==> src/inc/dcrm_pkg.sv <==
package dcrm_pkg;
  // Register offsets
  localparam logic [7:0] OFF_CTRL = 8'h00;
  localparam logic [7:0] OFF_SRC = 8'h04;
  localparam logic [7:0] OFF_DST = 8'h08;
  localparam logic [7:0] OFF_CNT = 8'h0C;
  localparam logic [7:0] OFF_RUN = 8'h10;
  localparam logic [7:0] OFF_PEND = 8'h14;
  // Control word fields
  localparam int CTL_RUN = 0;
  localparam int CTL_MODE_LO = 1;
  localparam int CTL_BLOCK = 4;
  localparam int CTL_BURST = 5;
  localparam int CTL_SIZE_LO = 6;
  localparam int CTL_SSTEP_LO = 8;
  localparam int CTL_DSTEP_LO = 10;
  localparam int CTL_IE = 12;
  localparam int CTL_ACK_LO = 13;
  localparam int CTL_BUSY = 31;
  localparam int CTRL_W = 17;
  localparam int CNT_W = 24;
  localparam int PEND_BIT = 0;
  // Request modes
  localparam logic [2:0] MODE_SOFT = 3'h0;
  localparam logic [2:0] MODE_EXT = 3'h1;
  localparam logic [2:0] MODE_SER_TX = 3'h2;
  localparam logic [2:0] MODE_SER_RX = 3'h3;
  localparam logic [2:0] MODE_CIP_IN = 3'h4;
  localparam logic [2:0] MODE_CIP_OUT = 3'h5;
  // Item sizes and steps
  localparam logic [1:0] SZ_HALF = 2'h1;
  localparam logic [1:0] SZ_WORD = 2'h2;
  localparam logic [CNT_W-1:0] BYTES_1 = 24'h000001;
  localparam logic [CNT_W-1:0] BYTES_2 = 24'h000002;
  localparam logic [CNT_W-1:0] BYTES_4 = 24'h000004;
  localparam logic [1:0] STEP_INC = 2'h0;
  localparam logic [1:0] STEP_DEC = 2'h1;
  // Transfer targets
  localparam logic [1:0] TGT_MEM = 2'h0;
  localparam logic [1:0] TGT_SER = 2'h1;
  localparam logic [1:0] TGT_CIP = 2'h2;
  // Items per request or group
  localparam logic [2:0] ITEMS_ONE = 3'h1;
  localparam logic [2:0] ITEMS_CIPHER = 3'h2;
  localparam logic [2:0] ITEMS_BURST = 3'h4;
  // Channel numbering
  localparam int EXT_LINES = 4;
  localparam int SER_CH_LO = 3;
  localparam int SER_CH_HI = 5;

  typedef enum logic [1:0] {ST_IDLE, ST_WAIT, ST_READ, ST_WRITE}
    dcrm_state_t;

  function automatic logic ser_capable(input int ch);
    return ch >= SER_CH_LO && ch <= SER_CH_HI;
  endfunction

  function automatic logic [CNT_W-1:0] size_bytes(input logic [1:0] f);
    if (f == SZ_WORD)
      return BYTES_4;
    if (f == SZ_HALF)
      return BYTES_2;
    return BYTES_1;
  endfunction

  function automatic logic [31:0] step_ptr(input logic [31:0] p,
    input logic [1:0] st, input logic [CNT_W-1:0] b);
    if (st == STEP_INC)
      return p + 32'(b);
    if (st == STEP_DEC)
      return p - 32'(b);
    return p;
  endfunction
endpackage

==> src/verilog/dcrm_sync2.sv <==
`timescale 1ns/100ps
`default_nettype none
module dcrm_sync2
  import dcrm_pkg::*;
#(
  parameter int W = 1
)
(
  // Clock and reset
  input wire logic pclk,
  input wire logic presetn,
  // Pin levels in, synchronised out
  input wire logic [W-1:0] d,
  output wire logic [W-1:0] q
);
  typedef struct packed {
    logic [W-1:0] meta;
    logic [W-1:0] sync;
  } dcrm_sync_t;

  dcrm_sync_t s;
  dcrm_sync_t next_s;

  always_comb
  begin
    next_s.meta = d;
    next_s.sync = s.meta;
  end

  always_ff @(posedge pclk or negedge presetn)
  begin
    if (!presetn)
      s <= '0;
    else
      s <= next_s;
  end

  assign q = s.sync;
endmodule
`default_nettype wire

==> src/verilog/dcrm_reqsel.sv <==
`timescale 1ns/100ps
`default_nettype none
module dcrm_reqsel
  import dcrm_pkg::*;
#(
  parameter int CHAN_IDX = 0
)
(
  // Mode of the channel
  input wire logic [2:0] mode,
  // Request sources
  input wire logic [EXT_LINES-1:0] ext_req,
  input wire logic serial_tx_req,
  input wire logic serial_rx_req,
  input wire logic cipher_in_req,
  input wire logic cipher_out_req,
  // Selected request
  output logic req,
  output logic is_ext
);
  localparam int LINE =
    (CHAN_IDX >= EXT_LINES) ? CHAN_IDX - EXT_LINES : CHAN_IDX;
  localparam logic SER_OK = ser_capable(CHAN_IDX);

  always_comb
  begin
    req = 1'b0;
    is_ext = 1'b0;
    case (mode)
      MODE_SOFT:
        req = 1'b1;
      MODE_EXT:
      begin
        req = ext_req[LINE];
        is_ext = 1'b1;
      end
      MODE_SER_TX:
        req = SER_OK && serial_tx_req;
      MODE_SER_RX:
        req = SER_OK && serial_rx_req;
      MODE_CIP_IN:
        req = cipher_in_req;
      MODE_CIP_OUT:
        req = cipher_out_req;
      default:
        req = 1'b0;
    endcase
  end
endmodule
`default_nettype wire

==> src/verilog/dcrm_channel.sv <==
`timescale 1ns/100ps
`default_nettype none
module dcrm_channel
  import dcrm_pkg::*;
#(
  parameter int CHAN_IDX = 0
)
(
  // Clock and reset
  input wire logic pclk,
  input wire logic presetn,
  // APB slave
  input wire logic psel,
  input wire logic penable,
  input wire logic pwrite,
  input wire logic [7:0] paddr,
  input wire logic [31:0] pwdata,
  output wire logic [31:0] prdata,
  output wire logic pready,
  output wire logic pslverr,
  // External request pins
  input wire logic [EXT_LINES-1:0] ext_dma_request,
  output wire logic ext_dma_acknowledge,
  // Internal request lines
  input wire logic serial_tx_req,
  input wire logic serial_rx_req,
  input wire logic cipher_in_req,
  input wire logic cipher_out_req,
  // Transfer port
  output wire logic acc_req,
  output wire logic acc_we,
  output wire logic [1:0] acc_tgt,
  output wire logic [1:0] acc_size,
  output wire logic [31:0] acc_addr,
  output wire logic [31:0] acc_wdata,
  input wire logic [31:0] acc_rdata,
  input wire logic acc_ack
);
  typedef struct packed {
    logic [CTRL_W-1:0] ctrl;
    logic [31:0] src;
    logic [31:0] dst;
    logic [CNT_W-1:0] cnt;
    logic pend;
    dcrm_state_t st;
    logic [2:0] glen;
    logic [1:0] idx;
    logic [2:0] left;
    logic armed;
    logic ack;
    logic [3:0] ack_cnt;
    logic [3:0][31:0] hold;
    logic acc_req;
    logic acc_we;
    logic [1:0] acc_tgt;
    logic [1:0] acc_size;
    logic [31:0] acc_addr;
    logic [31:0] acc_wdata;
    logic pready;
    logic [31:0] prdata;
    logic pslverr;
  } dcrm_regs_t;

  dcrm_regs_t s;
  dcrm_regs_t next_s;
  logic [EXT_LINES-1:0] ext_sync;
  logic req;
  logic is_ext;
  logic [2:0] mode;
  logic blk;
  logic burst;
  logic ser;
  logic cip;
  logic src_mem;
  logic dst_mem;
  logic [1:0] tgt;
  logic [1:0] size;
  logic [CNT_W-1:0] sz;
  logic [CNT_W-1:0] cnt_dec;
  logic [2:0] items;
  logic take;
  logic done_acc;
  logic lastw;
  logic wr;
  logic rd;
  logic hit;
  logic [31:0] rdval;

  dcrm_sync2 #(
    .W(EXT_LINES)
  ) u_sync (
    .pclk(pclk),
    .presetn(presetn),
    .d(ext_dma_request),
    .q(ext_sync)
  );

  dcrm_reqsel #(
    .CHAN_IDX(CHAN_IDX)
  ) u_reqsel (
    .mode(mode),
    .ext_req(ext_sync),
    .serial_tx_req(serial_tx_req),
    .serial_rx_req(serial_rx_req),
    .cipher_in_req(cipher_in_req),
    .cipher_out_req(cipher_out_req),
    .req(req),
    .is_ext(is_ext)
  );

  assign mode = s.ctrl[CTL_MODE_LO +: 3];
  assign blk = s.ctrl[CTL_BLOCK];
  assign burst = s.ctrl[CTL_BURST];
  assign size = s.ctrl[CTL_SIZE_LO +: 2];
  assign ser = mode == MODE_SER_TX || mode == MODE_SER_RX;
  assign cip = mode == MODE_CIP_IN || mode == MODE_CIP_OUT;
  assign src_mem = !(mode == MODE_SER_RX || mode == MODE_CIP_OUT);
  assign dst_mem = !(mode == MODE_SER_TX || mode == MODE_CIP_IN);
  assign tgt = ser ? TGT_SER : (cip ? TGT_CIP : TGT_MEM);
  assign sz = size_bytes(size);
  assign cnt_dec = (s.cnt < sz) ? '0 : s.cnt - sz;
  assign items = ser ? ITEMS_ONE :
    (burst ? ITEMS_BURST : (cip ? ITEMS_CIPHER : ITEMS_ONE));
  assign take = s.st == ST_WAIT && s.ctrl[CTL_RUN] && s.cnt != '0 &&
    req && (!is_ext || s.armed);
  assign done_acc = s.acc_req && acc_ack;
  assign lastw = {1'b0, s.idx} == s.glen - ITEMS_ONE;
  assign wr = psel && penable && pwrite && s.pready;
  assign rd = psel && penable && !s.pready;

  function automatic logic [2:0] grp_len(input logic [CNT_W-1:0] c);
    if (burst && !ser && c >= (sz << 2))
      return ITEMS_BURST;
    return ITEMS_ONE;
  endfunction

  function automatic dcrm_regs_t finish(input dcrm_regs_t r);
    r.ctrl[CTL_RUN] = 1'b0;
    r.st = ST_IDLE;
    if (r.ctrl[CTL_IE])
      r.pend = 1'b1;
    return r;
  endfunction

  always_comb
  begin
    hit = 1'b1;
    rdval = '0;
    case (paddr)
      OFF_CTRL:
        rdval = {s.st != ST_IDLE, {(CTL_BUSY - CTRL_W){1'b0}}, s.ctrl};
      OFF_SRC:
        rdval = s.src;
      OFF_DST:
        rdval = s.dst;
      OFF_CNT:
        rdval = 32'(s.cnt);
      OFF_RUN:
        rdval = '0;
      OFF_PEND:
        rdval = 32'(s.pend);
      default:
        hit = 1'b0;
    endcase
  end

  always_comb
  begin
    next_s = s;
    // APB answer one cycle late
    next_s.pready = rd;
    if (rd)
    begin
      next_s.prdata = rdval;
      next_s.pslverr = !hit;
    end
    if (wr)
    begin
      case (paddr)
        OFF_CTRL:
          next_s.ctrl = pwdata[CTRL_W-1:0];
        OFF_SRC:
          next_s.src = pwdata;
        OFF_DST:
          next_s.dst = pwdata;
        OFF_CNT:
          next_s.cnt = pwdata[CNT_W-1:0];
        OFF_RUN:
          next_s.ctrl[CTL_RUN] = pwdata[CTL_RUN];
        OFF_PEND:
          if (pwdata[PEND_BIT])
            next_s.pend = 1'b0;
        default:
          ;
      endcase
    end
    // Acknowledge length count
    if (s.ack)
    begin
      if (s.ack_cnt == '0)
        next_s.ack = 1'b0;
      else
        next_s.ack_cnt = s.ack_cnt - 4'h1;
    end
    if (!req && !s.ack)
      next_s.armed = 1'b1;
    unique case (s.st)
      ST_IDLE:
        if (s.ctrl[CTL_RUN])
          next_s.st = ST_WAIT;
      ST_WAIT:
      begin
        if (!s.ctrl[CTL_RUN])
          next_s.st = ST_IDLE;
        else if (s.cnt == '0)
          next_s = finish(next_s);
        else if (take)
        begin
          next_s.left = items;
          next_s.glen = grp_len(s.cnt);
          next_s.idx = '0;
          next_s.st = ST_READ;
          if (is_ext)
          begin
            next_s.ack = 1'b1;
            next_s.ack_cnt = s.ctrl[CTL_ACK_LO +: 4];
            next_s.armed = 1'b0;
          end
        end
      end
      ST_READ:
        if (done_acc)
        begin
          next_s.hold[s.idx] = acc_rdata;
          if (src_mem)
            next_s.src = step_ptr(s.src, s.ctrl[CTL_SSTEP_LO +: 2], sz);
          next_s.idx = s.idx + 2'h1;
          if (lastw)
          begin
            next_s.idx = '0;
            next_s.st = ST_WRITE;
          end
        end
      ST_WRITE:
        if (done_acc)
        begin
          if (dst_mem)
            next_s.dst = step_ptr(s.dst, s.ctrl[CTL_DSTEP_LO +: 2], sz);
          next_s.cnt = cnt_dec;
          next_s.idx = s.idx + 2'h1;
          if (lastw)
          begin
            next_s.idx = '0;
            if (!blk)
              next_s.left = s.left - s.glen;
            if (cnt_dec == '0)
              next_s = finish(next_s);
            else if (blk || next_s.left != '0)
            begin
              next_s.glen = grp_len(cnt_dec);
              next_s.st = ST_READ;
            end
            else
              next_s.st = ST_WAIT;
          end
        end
    endcase
    next_s.acc_req = next_s.st == ST_READ || next_s.st == ST_WRITE;
    next_s.acc_we = next_s.st == ST_WRITE;
    next_s.acc_size = size;
    next_s.acc_wdata = next_s.hold[next_s.idx];
    if (next_s.st == ST_WRITE)
    begin
      next_s.acc_tgt = dst_mem ? TGT_MEM : tgt;
      next_s.acc_addr = dst_mem ? next_s.dst : '0;
    end
    else
    begin
      next_s.acc_tgt = src_mem ? TGT_MEM : tgt;
      next_s.acc_addr = src_mem ? next_s.src : '0;
    end
  end

  always_ff @(posedge pclk or negedge presetn)
  begin
    if (!presetn)
      s <= '0;
    else
      s <= next_s;
  end

  assign prdata = s.prdata;
  assign pready = s.pready;
  assign pslverr = s.pslverr;
  assign ext_dma_acknowledge = s.ack;
  assign acc_req = s.acc_req;
  assign acc_we = s.acc_we;
  assign acc_tgt = s.acc_tgt;
  assign acc_size = s.acc_size;
  assign acc_addr = s.acc_addr;
  assign acc_wdata = s.acc_wdata;
endmodule
`default_nettype wire

==> config.mk <==
export PLATFORM = sky130hd
export DESIGN_NAME = dcrm_channel
export DESIGN_NICKNAME = d
export VERILOG_FILES = /design/src/inc/dcrm_pkg.sv /design/src/verilog/dcrm_sync2.sv /design/src/verilog/dcrm_reqsel.sv /design/src/verilog/dcrm_channel.sv
export SDC_FILE = /design/constraint.sdc
export NUM_CORES = 1
export LEC_CHECK = 0
export BUFFER_PORTS_ARGS = -buffer_cell sky130_fd_sc_hd__buf_2
export CORE_ASPECT_RATIO = 0.6
export CORE_MARGIN = 5
export CORE_UTILIZATION = 54
export CTS_CLUSTER_SIZE = 16
export DETAILED_ROUTE_END_ITERATION = 16
export PLACE_DENSITY = 0.83
export SLEW_MARGIN = 15
export SYNTH_ARGS = -nofsm -noshare
export SYNTH_HDL_FRONTEND = slang
export SYNTH_SLANG_ARGS = --single-unit
==> constraint.sdc <==
create_clock -name pclk -period 3.6 [get_ports pclk]
set_input_delay 0.54 -clock pclk [delete_from_list [all_inputs] [get_ports pclk]]
set_output_delay 0.54 -clock pclk [all_outputs]
set_load 0.01 [all_outputs]
# After elaboration in Yosys (flattened, before gate mapping)
# Cells that the tools add are included.
# word_totals
reg_bits	356
word_cells	230
output_inout_bits	105
inputBits	86
# classes
eq_ne	27
addsub	9
n_reduce_logical	43
n_lt_le_gt_ge	6
n_mux	118
# op_table
op	n
338-bit 2-to-1 mux	2
32-bit 2-to-1 mux	18
128-bit case mux with 3 select lines	1
90-bit 2-to-1 mux	3
246-bit 2-to-1 mux	1
32-bit case mux with 5 select lines	1
24-bit 2-to-1 mux	6
128-bit bitwise mux	1
128-bit 2-to-1 mux	1
57-bit case mux with 2 select lines	1
106-bit 2-to-1 mux	1
32-bit case mux with 3 select lines	1
34-bit case mux with 2 select lines	1
32-bit by 24-bit adder with 32-bit output	2
32-bit binary-select mux with 2-bit select	1
32-bit demux with 2-bit select	1
32-bit by 24-bit subtractor with 32-bit output	2
24-bit greater-or-equal comparator	2
24-bit logical NOT	2
16-bit 2-to-1 mux	3
1-bit 2-to-1 mux	40
3-bit 2-to-1 mux	11
33-bit 2-to-1 mux	1
2-bit 2-to-1 mux	13
other kinds (41)	87

# Logic depth before layout (Yosys ltp)
# Gate-level depths: netlist of the first run.
# depth
word_depth	23
ltp_mapped	15
mapped_depth_nobuf	15

# Modules after synthesis
# A second synthesis of the first run with hierarchy kept.
# hier_totals
cells_unflattened	1949
area_unflattened_um2	19875.3
# by_module_without_submodules
mod	n_inst	area_per_inst_um2	cells_per_inst	seq_area_each_um2
dcrm_channel	1	19632.6	1937	8833.5
dcrm_sync2	1	200.2	8	200.2
dcrm_reqsel	1	42.5	4	0.0

# Least setup slack after synthesis of the first run
# Ideal clock, no wire load.
# synth_timing
path_type	flip-flop to flip-flop
from	register s, in the netlist next_s[99]
to	register s[245] (netlist bit)
path_stages_with_launch	13
synth_period_minus_slack_ns	3.600
arrival_ns	3.475
slack_ns	0.000
setup_time_ns	0.125
path_buffers	0
cell_sequence	dfrtp_1 inv_1 ha_1 inv_1 ha_1 nand2_1 o211ai_1 or4_4 a221o_1 nand2b_4 or4_1 nor3b_2 mux2_4
# synth_via
elab_chain_cells	21
word_cells_on_any_way	39
# synth_rtl
element	line	text
start: declaration	dcrm_channel.sv:64	dcrm_regs_t s;
start signal: assignment	dcrm_channel.sv:289	s <= next_s;
2-bit by 1-bit equality test with 1-bit output	dcrm_pkg.sv:61	if (f == SZ_HALF)
1-bit 2-to-1 mux (2 in a row)	dcrm_pkg.sv:61	
24-bit 2-to-1 mux	dcrm_pkg.sv:63	return BYTES_1;
24-bit 2-to-1 mux *	dcrm_pkg.sv:61	
24-bit subtractor or 24-bit less-than comparator (tied branches)	dcrm_channel.sv:121	assign cnt_dec = (s.cnt < sz) ? '0 : s.cnt - sz;
24-bit 2-to-1 mux	dcrm_channel.sv:121	
24-bit greater-or-equal comparator	dcrm_channel.sv:132	if (burst && !ser && c >= (sz << 2))
1-bit logical AND	dcrm_channel.sv:132	
[... 4 more ...]	--	
1-bit 2-to-1 mux	dcrm_channel.sv:245	if (done_acc)
1-bit 2-to-1 mux	dcrm_channel.sv:207	unique case (s.st)
3-bit 2-to-1 mux	dcrm_channel.sv:134	return ITEMS_ONE;
3-bit 2-to-1 mux	dcrm_channel.sv:258	else if (blk || next_s.left != '0)
5-bit 2-to-1 mux	dcrm_channel.sv:256	if (cnt_dec == '0)
338-bit 2-to-1 mux	dcrm_channel.sv:251	if (lastw)
338-bit 2-to-1 mux	dcrm_channel.sv:245	
3-bit case mux with 2 select lines	dcrm_channel.sv:207	
# Mark *: on every way between the ends. The rest lies on a longest branch, timed or not. The select of a mux whose other input is x is not followed.
# A chain may end at the register's enable or synchronous reset.

==> flow_summary.json, run 1 <==
{
  "status": "complete, no violations",
  "grt_overflow_total": 0,
  "grt_pass1_wl_um": 99400,
  "peakVddDrop_mv": 0.502,
  "nFillCells": 2785,
  "synth_nets": 2047,
  "fin_setup_tns_ns": 0,
  "area_growth_pct": 13.3,
  "holdBufCountCts": 0,
  "yosysUniqueCellTypes": 77,
  "crit_type": "register to register",
  "row_count": 53,
  "cp-end-kind": "register",
  "synth-seq-area-share_pct": 45.6,
  "synth-edff-count": 0,
  "via_per_inst": 6.48,
  "placed_cells": 2466,
  "hold_ws_ns": 0.0783,
  "slowest_delay_ns": 0.40,
  "syn_inst": 1925,
  "htree_levels": 2,
  "drv_slew": 0,
  "wl_per_cell_um": 26.0,
  "cts.path.max_buffers": 3,
  "dp_hpwl_um": 48500,
  "avgSynthCellArea_um2": 10.1,
  "setup_violations": 0,
  "synth_ff_type": "dfrtp_1",
  "io_pins": 191,
  "dpl_worst_slack_ns": -0.00214,
  "grt_max_degree": 102,
  "cp_data_arrival_time_ns": 4.00,
  "insertion_delay_ns": 0.54,
  "yosys_warnings": 0,
  "final_layout_size_suffix_gt1_share_pct": 27.7,
  "tightest_slew_ns": 1.14,
  "cpLargestDelayFamily": "compound AO/OA/AOI/OAI gates",
  "grt_use_total_pct": 32.5,
  "rsz0062_at_grt": "true",
  "cp.required_ns": 4.05,
  "stdcell_count": 2534,
  "cts.sinks": 355,
  "tritoncts": "built",
  "route.detailed.drc": 0,
  "core_mm2": 0.0353,
  "nNetsFinal": 2160,
  "holdCritPathClass": "primary input to asynchronous set/reset pin",
  "p_per_area_mw_per_mm2": 780,
  "gp_congestion": 1.02,
  "cap_violations": 0,
  "final_area_mm2": 0.0221,
  "placed_area_mm2": 0.0207,
  "p_leak_nw": 10.6,
  "period_needed_ns": 3.54,
  "path_clk_slew_ns": 0.06,
  "worst-path-buf-inv": 4,
  "root_buffer": "clkbuf_16",
  "final.period_utilization_pct": 98.4,
  "crit_chain": "inv_1 -> ha_2 -> buf_4 -> ha_1 -> inv_1 -> fa_1 -> o21bai_1 -> nand2_1 -> nor2_1 -> o2bb2ai_1 -> buf_4 -> a21oi_1 -> nor2_1 -> o221a_2 -> a22o_1",
  "crit_path_start_kind": "register",
  "worst_path_max_delay_cell": "dfrtp_1",
  "dieArea_mm2": 0.0401,
  "synthArstFlopShare_pct": 100,
  "fin_util_pct": 62.6,
  "portBuffers": 185,
  "final.setup_skew_ns": 0.0136,
  "critPathMaxFanout": 4,
  "total_power_mw": 17.2,
  "start_util_pct": 55.2,
  "drt-pass1-iter-count": 8,
  "antenna_found_initial": 2,
  "drtAntennaViolNets": 0,
  "first_global_vias": 15962,
  "finalHoldViolCount": 0,
  "routed_wirelength_um": 65900,
  "syn_area_mm2": 0.0195,
  "ys_seq_elements": 355,
  "vias": 16411,
  "drtIter0Drc": 1834,
  "fin_ws_ns": 0.0587,
  "cts_made_buffers": 36,
  "die_x_um": 255,
  "slew_headroom_pct": 24.1,
  "maxClockFrequency_mhz": 282,
  "die_h_um": 157
}
==> cells by family after synthesis <==
| group | after synthesis | synth area share (%) |
|---|---|---|
| AO/OA/AOI/OAI | 436 | 15.4 |
| AND/OR/NAND/NOR | 533 | 13.4 |
| buffers and inverters | 274 | 7.22 |
| flip-flops | 355 | 45.6 |
| XOR/XNOR | 13 | 0.584 |
| multiplexers | 277 | 15.3 |
| adder cells (fa/ha/maj) | 37 | 2.56 |
==> cell type report <==
cell class	count	area (um^2)	area share (%)
Multi-Input combinational cell	1296	9350	42.3
Sequential cell	355	8880	40.2
Timing Repair Buffer	290	1770	8.04
Clock buffer	46	978	4.43
Tap cell	467	584	2.65
Clock inverter	19	283	1.28
Inverter	59	221	1.00
Antenna cell	2	5.00	0.0227
==> cells in the final DEF (no fill, tap or decap), types with 13 or more instances in the layout <==
| cell type | count |
|---|---|
| o221a_2 | 17 |
| nand4_1 | 13 |
| and3_1 | 14 |
| o21a_1 | 19 |
| mux2i_1 | 121 |
| nor2_1 | 121 |
| nor4_1 | 23 |
| buf_4 | 101 |
| clkbuf_16 | 36 |
| o22ai_1 | 14 |
| a21oi_1 | 70 |
| nand2_1 | 144 |
| a222oi_1 | 15 |
| dfrtp_1 | 355 |
| a22o_1 | 30 |
| buf_2 | 184 |
| ha_1 | 28 |
| a31oi_1 | 19 |
| inv_1 | 59 |
| nand3_1 | 63 |
| mux2_2 | 155 |
| o21ai_0 | 120 |
| or3_1 | 26 |
| nor3_1 | 46 |
==> where the power goes <==
group          total [mW]  leakage [nW]  switching, mW  internal [mW]
Clock                4.06         0.615           1.68           2.39
Combinational        7.27          5.65           4.38           2.89
Sequential           5.89          4.38          0.958           4.94
==> layer usage <==
metal / up-vias / routed length, um / GRT usage (%)
li1: 7180 / - / -
met1: 8143 / 28600 / 48.7
met2: 963 / 26400 / 42.9
met3: 123 / 9410 / 14.7
met4: 2 / 1380 / 7.55
met5: - / 7 / 0
==> synth_stat cells, types with 10 or more instances <==
| master | count | share of area (%) |
|---|---|---|
| ha_1 | 31 | 2.0 |
| or4_1 | 10 | 0.39 |
| nor3_1 | 48 | 1.2 |
| inv_1 | 59 | 1.1 |
| mux2_2 | 155 | 9.0 |
| o22ai_1 | 14 | 0.45 |
| o21a_1 | 20 | 0.77 |
| nand2_1 | 146 | 2.8 |
| o211ai_1 | 12 | 0.46 |
| nor2_1 | 123 | 2.4 |
| or3_1 | 26 | 0.83 |
| buf_1 | 20 | 0.39 |
| and3_1 | 14 | 0.45 |
| nand4_1 | 13 | 0.42 |
| clkbuf_1 | 93 | 1.8 |
| a22o_1 | 30 | 1.3 |
| a21oi_1 | 73 | 1.9 |
| dfrtp_1 | 355 | 46 |
| nor4_1 | 25 | 0.80 |
| a221o_1 | 11 | 0.57 |
| nand3_1 | 64 | 1.6 |
| nor2b_1 | 11 | 0.35 |
| o221a_2 | 17 | 0.98 |
| o21ai_0 | 121 | 3.1 |
| a222oi_1 | 15 | 0.77 |
| mux2i_1 | 121 | 6.2 |
| a31oi_1 | 20 | 0.64 |
| buf_4 | 100 | 3.9 |
| a22oi_1 | 13 | 0.50 |
==> path summary, 6_finish.rpt <==
| kind | endpoint | depth (start not counted) | slack, ns | from |
|---|---|---|---|---|
| min in group pclk | u_sync.next_s[0]$_DFF_PN0_ | 1 | 0.11 | ext_dma_request[0] |
| worst min-delay path | s[311]$_DFF_PN0_ | 1 | 0.08 | presetn |
| worst max-delay path | acc_addr[28]$_DFF_PN0_ | 15 | 0.06 | next_s[98]$_DFFE_PN0P_ |
| worst min register to register | u_sync.q[0]$_DFF_PN0_ | 0 | 0.36 | u_sync.next_s[0]$_DFF_PN0_ |
| worst max register to register | acc_addr[28]$_DFF_PN0_ | 15 | 0.06 | next_s[98]$_DFFE_PN0P_ |
| max in group asynchronous | s[151]$_DFF_PN0_ | 2 | 2.61 | presetn |
==> registers in the layout, summed over array words and instances, names as in the netlist <==
register	count
s	241
acc_addr	32
acc_wdata	32
prdata	32
mode	3
acc_size	2
acc_tgt	2
next_s	2
acc_req	1
acc_we	1
blk	1
burst	1
ext_dma_acknowledge	1
pready	1
pslverr	1
u_sync.next_s	1
u_sync.q	1
==> what timing repair did <==
action	in CTS	in global routing
setup buffers	0	1
pin swaps	1	3
gates resized for setup	3	23
setup endpoints to repair	2	26
No activity file was read; power rests on OpenSTA's default activity.
==> run 2: changes to the inputs <==
--- a/config.mk
+++ b/config.mk
@@ -11,6 +11,8 @@
 export CORE_UTILIZATION = 54
 export CTS_CLUSTER_SIZE = 16
 export DETAILED_ROUTE_END_ITERATION = 16
+export GPL_TIMING_DRIVEN = 0
+export MAX_ROUTING_LAYER = met4
 export PLACE_DENSITY = 0.83
 export SLEW_MARGIN = 15
 export SYNTH_ARGS = -nofsm -noshare
==> run 2 against run 1 <==
The flow now finishes with violations (negative setup slack). Maximum frequency shrank 3.0%. Setup slack lost 0.11 ns. Clock power shrank 3%. First-iteration DRC count grew 24%. Clock skew grew 0.0089 ns. Count of clock-buffer cells in the layout grew 6. Total power grew 4.9%. Hold slack gained 0.043 ns. Global-route usage grew 2.2 points. Critical path depth shrank 1. Cell area grew 4.2%. Highest routed layer is now met4.
==> flow_summary.json, run 2 (synthesis gave the netlist of run 1 again) <==
{
  "status": "finished, violations left",
  "violations": "negative setup slack",
  "routed_wirelength_um": 69000,
  "crit_path_start_kind": "register",
  "portBuffers": 185,
  "regArea_mm2": 0.00889,
  "p_per_area_mw_per_mm2": 786,
  "wl_per_cell_um": 25.7,
  "first_global_vias": 16550,
  "grt_max_degree": 110,
  "rrSetupSlack_ns": -0.05,
  "grt_overflow_total": 0,
  "multi_input_comb_area_mm2": 0.00953,
  "die_x_um": 255,
  "final.period_utilization_pct": 101,
  "placed_area_mm2": 0.0211,
  "largest_register_ffs": 241,
  "hold_path_end": "u_sync.next_s[0]$_DFF_PN0_",
  "vias": 17203,
  "fin_ws_ns": -0.0492,
  "antenna_found_initial": 5,
  "fin_setup_tns_ns": -0.0650,
  "p_seq_share_pct": 31.6,
  "power_frac_clock_pct": 21.8,
  "cts.sinks": 355,
  "final.setup_skew_ns": 0.0225,
  "cp_data_arrival_time_ns": 4.07,
  "r2r_start": "next_s[98]$_DFFE_PN0P_",
  "worst_path_max_delay_cell": "or4_4",
  "crit_chain": "inv_2 -> ha_4 -> clkinvlp_4 -> buf_12 -> ha_4 -> nor2_4 -> o211ai_1 -> buf_4 -> or4_4 -> a221o_1 -> nand2b_4 -> or4_4 -> nor3b_4 -> mux2_4",
  "core_mm2": 0.0353,
  "via_per_inst": 6.41,
  "cts_made_buffers": 37,
  "stdcell_count": 2682,
  "final_layout_size_suffix_gt1_share_pct": 29.5,
  "gp_congestion": 1.04,
  "worst-r2r-cell-count": 14,
  "worst-path-buf-inv": 4,
  "start_util_pct": 55.2,
  "cp-end-kind": "register",
  "drtAntennaViolNets": 0,
  "grt_use_total_pct": 34.7,
  "regMostFlops": "s",
  "final_cell_mix": "351 x dfrtp_1, 188 x buf_2, 155 x mux2_2",
  "finalHoldViolCount": 0,
  "htree_levels": 2,
  "hold_ws_ns": 0.121,
  "final_common_cell": "dfrtp_1",
  "insertion_delay_ns": 0.54,
  "dieArea_mm2": 0.0401,
  "peakVddDrop_mv": 0.466,
  "holdCritPathClass": "primary input to register",
  "p_int_mw": 10.6,
  "rsz0062_at_grt": "true",
  "power.switching_mw": 7.49,
  "drtIter0Drc": 2280,
  "cp.required_ns": 4.03,
  "die_h_um": 157,
  "cap_violations": 0,
  "tightest_slew_ns": 0.940,
  "route.detailed.drc": 0,
  "maxClockFrequency_mhz": 274,
  "tritoncts": "built",
  "hold_start": "ext_dma_request[0]",
  "grt_pass1_wl_um": 103000,
  "io_pins": 191,
  "setup_violations": 2,
  "nNetsFinal": 2307,
  "drt-pass1-iter-count": 6,
  "nFillCells": 2800,
  "area_growth_pct": 18.0,
  "dp_hpwl_um": 51400,
  "path_clk_slew_ns": 0.06,
  "crit_type": "register to register",
  "period_needed_ns": 3.65,
  "root_buffer": "clkbuf_16",
  "final_area_mm2": 0.0230,
  "p_leak_nw": 11.0,
  "cts.path.max_buffers": 3,
  "placed_cells": 2581,
  "slowest_delay_ns": 0.51,
  "p_sw_share_pct": 41.5,
  "row_count": 53,
  "critPathMaxFanout": 4,
  "slew_headroom_pct": 37.3,
  "cpLargestDelayFamily": "simple AND/OR/NAND/NOR gates",
  "power_frac_comb_pct": 46.6,
  "total_power_mw": 18.1,
  "dpl_worst_slack_ns": -1.04,
  "fin_util_pct": 65.2,
  "r2r_end": "s[245]$_DFFE_PN0P_",
  "hold-path-cell-count": 1,
  "drv_slew": 0
}
-- run 2: worst max-delay path by stage --
stage                                  end  cells after the start                   start
finish                  s[245]$_DFFE_PN0P_                     14  next_s[98]$_DFFE_PN0P_
global route            s[245]$_DFFE_PN0P_                     14  next_s[98]$_DFFE_PN0P_
CTS                 acc_addr[18]$_DFF_PN0_                     12  next_s[99]$_DFFE_PN0P_
detailed placement        s[337]$_DFF_PN0_                     13  next_s[99]$_DFFE_PN0P_
global placement          s[187]$_DFF_PN0_                      1                 presetn
floorplan               s[245]$_DFFE_PN0P_                     12  next_s[99]$_DFFE_PN0P_
-- run 2: cell type report --
type                            instances  area share (%)
Antenna cell                            5          0.0544
Buffer                                211            5.25
Clock buffer                           52            4.49
Clock inverter                         12           0.740
Inverter                               59           0.996
Multi-Input combinational cell       1296            41.5
Sequential cell                       355            38.6
Tap cell                              467            2.54
Timing Repair Buffer                  225            5.83
-- run 2: routing by layer --
layer | vias to the layer above | part of all wire (%) | track usage (%) | routed length (um)
met2 | 1096 | 40 | 45.4 | 27700
met1 | 8500 | 43 | 50.4 | 29700
met4 | 0 | 1.9 | 6.43 | 1320
met5 | - | 0 | - | 0
met3 | 123 | 15 | 15.1 | 10300
li1 | 7484 | - | - | -
-- run 2: power by group through the flow --
stage / Clock (mW) / Sequential [mW] / Combinational [mW]
3_5_place_dp: 0 / 5.69 / 7.55
2_1_floorplan: 0 / 5.41 / 5.15
5_1_grt: 4.12 / 5.77 / 8.97
4_1_cts: 3.96 / 5.64 / 7.87
6_report: 3.94 / 5.71 / 8.42
3_3_place_gp: 0 / 5.65 / 7.41
-- run 2: timing repair --
item	CTS	global route
hold endpoints to repair	39	0
pin swaps	7	20
buffers inserted	20	15
gates resized for setup	59	55
hold buffers	1	0
setup endpoints to repair	93	98
==> run 3: changes to the inputs <==
--- a/config.mk
+++ b/config.mk
@@ -8,12 +8,12 @@
 export BUFFER_PORTS_ARGS = -buffer_cell sky130_fd_sc_hd__buf_2
 export CORE_ASPECT_RATIO = 0.6
 export CORE_MARGIN = 5
-export CORE_UTILIZATION = 54
+export CORE_UTILIZATION = 30
 export CTS_CLUSTER_SIZE = 16
 export DETAILED_ROUTE_END_ITERATION = 16
 export GPL_TIMING_DRIVEN = 0
 export MAX_ROUTING_LAYER = met4
-export PLACE_DENSITY = 0.83
+export PLACE_DENSITY = 0.54
 export SLEW_MARGIN = 15
 export SYNTH_ARGS = -nofsm -noshare
 export SYNTH_HDL_FRONTEND = slang
==> run 3 against run 2 <==
The flow finishes with violations (negative hold slack). Critical path depth decreased by 1. Count of clock-buffer cells in the layout grew 1. Cell area up 2.1%. Clock power up 6.3%. Sequential power is essentially flat. Largest power group unchanged. Wire length is 7.4% higher. Non-clock buffer count shrank 7. Global-route usage fell by 14 points. Critical path type unchanged.
==> flow_summary.json, run 3 (synthesis gave the netlist of run 1 again) <==
{
  "vias": 16692,
  "cts.path.max_buffers": 3,
  "r2r_end": "s[245]$_DFFE_PN0P_",
  "drtAntennaViolNets": 0,
  "first_global_vias": 16346,
  "dr_wl_met2_um": 29500,
  "largest_register_ffs": 241,
  "via_per_inst": 5.44,
  "grt_max_degree": 105,
  "cp.required_ns": 4.06,
  "p_int_mw": 10.7,
  "routed_wirelength_um": 74100,
  "met1_length_um": 34600,
  "p_sw_share_pct": 41.6,
  "final_common_cell": "dfrtp_1",
  "power_frac_comb_pct": 45.9,
  "portBuffers": 185,
  "drv_slew": 0,
  "hold_ws_ns": -0.0234,
  "cts_made_buffers": 39,
  "stdcell_count": 3068,
  "p_seq_share_pct": 31.2,
  "cts.sinks": 355,
  "cap_violations": 0,
  "grt_overflow_total": 0,
  "path_clk_slew_ns": 0.06,
  "tritoncts": "built",
  "placed_area_mm2": 0.0216,
  "holdCritPathClass": "primary input to asynchronous set/reset pin",
  "worst-r2r-cell-count": 13,
  "finalHoldViolCount": 12,
  "slew_headroom_pct": 37.1,
  "route.detailed.drc": 0,
  "drtIter0Drc": 2000,
  "root_buffer": "clkbuf_16",
  "die_h_um": 207,
  "tightest_slew_ns": 0.943,
  "final_layout_size_suffix_gt1_share_pct": 29.4,
  "insertion_delay_ns": 0.59,
  "drt-pass1-iter-count": 14,
  "row_count": 72,
  "rsz0062_at_grt": "true",
  "io_pins": 191,
  "setup_violations": 0,
  "wl_per_cell_um": 24.1,
  "grt_use_total_pct": 20.9,
  "p_leak_nw": 11.0,
  "status": "finished, violations left",
  "peakVddDrop_mv": 0.323,
  "dieArea_mm2": 0.0703,
  "power_frac_clock_pct": 22.9,
  "regMostFlops": "s",
  "core_mm2": 0.0644,
  "critPathMaxFanout": 6,
  "placed_cells": 2965,
  "cp_data_arrival_time_ns": 4.03,
  "rrSetupSlack_ns": 0.03,
  "violations": "negative hold slack",
  "top_layer_used": "met4",
  "nNetsFinal": 2302,
  "final.setup_skew_ns": 0.0232,
  "met3WireLength_um": 8880,
  "period_needed_ns": 3.57,
  "crit_path_start_kind": "register",
  "final_cell_mix": "352 x dfrtp_1, 190 x buf_2, 155 x mux2_2",
  "p_per_area_mw_per_mm2": 778,
  "crit_type": "register to register",
  "die_x_um": 339,
  "final_area_mm2": 0.0235,
  "r2r_start": "next_s[99]$_DFFE_PN0P_",
  "area_growth_pct": 20.5,
  "dp_hpwl_um": 55600,
  "grt_pass1_wl_um": 109000,
  "maxClockFrequency_mhz": 280,
  "cp-end-kind": "register",
  "htree_levels": 2,
  "gp_congestion": 0.946,
  "antenna_found_initial": 9,
  "start_util_pct": 30.2,
  "power.switching_mw": 7.60,
  "final.period_utilization_pct": 99.3
}
## run 3: per-stage QoR
stage	util (%)	power, mW	hold WS, ns	setup WS (ns)	setup TNS (ns)
after floorplan	-	10.6	0.244	0.0932	0
after global placement	33.3	13.3	0.339	-5.15	-1849.27
after detailed placement	33.5	13.4	0.335	-1.15	-50.25
after CTS	36.1	17.9	0.0138	0.00849	0
after global routing	36.5	19.3	0.0259	-0.0335	-0.134
final	36.5	18.3	-0.0234	0.0253	0
## run 3: final cells by class
type | count | area [um^2]
timing repair buffer | 217 | 1240
tap | 851 | 1060
inverter | 59 | 230
antenna | 7 | 17.5
buffer | 212 | 1210
fill | 6481 | 40900
sequential | 355 | 8890
clock buffer | 53 | 1100
multi-input combinational | 1296 | 9520
clock inverter | 18 | 219
## run 3: critical path, cell delays in order, from the launching register on
cell      delay, ns
dfrtp_1        0.40
buf_4          0.16
ha_4           0.30
ha_4           0.20
fa_2           0.44
nand2b_4       0.18
nand3_4        0.09
buf_4          0.12
xnor2_1        0.06
nor4b_2        0.40
nand2_1        0.11
or4_4          0.52
nor3b_4        0.17
mux2_4         0.29
## run 3: metal layers
metal  vias to the layer above  global-route usage (%)
li1                       7479                       -
met1                      8242                    31.0
met2                       882                    28.2
met3                        89                    6.31
met4                         0                    3.77
met5                         -                       -
## run 3: worst max-delay path by stage
stage	start	end	slack (ns)	cells past startpoint
after floorplan	next_s[99]$_DFFE_PN0P_	s[245]$_DFFE_PN0P_	0.09	12
after global placement	presetn	s[148]$_DFF_PN0_	-5.15	1
after detailed placement	next_s[99]$_DFFE_PN0P_	s[337]$_DFF_PN0_	-1.15	13
after CTS	s[242]$_DFF_PN0_	acc_addr[31]$_DFF_PN0_	0.008	10
after global routing	next_s[99]$_DFFE_PN0P_	s[245]$_DFFE_PN0P_	-0.03	13
final	next_s[99]$_DFFE_PN0P_	s[245]$_DFFE_PN0P_	0.03	13
## run 3: power by group through the flow
stage / clock network, mW / registers, mW / logic (mW)
after floorplan: 0 / 5.41 / 5.15
after global placement: 0 / 5.68 / 7.62
after detailed placement: 0 / 5.70 / 7.69
after CTS: 4.30 / 5.65 / 7.99
after global routing: 4.47 / 5.77 / 9.02
final: 4.19 / 5.69 / 8.38
## run 3: timing repair
action	CTS	global route
resized for setup	62	55
hold buffers	0	0
setup buffers	15	13
endpoints found under the hold margin	0	0
cloned	0	0
setup endpoints to repair	95	66
pin swaps	9	14
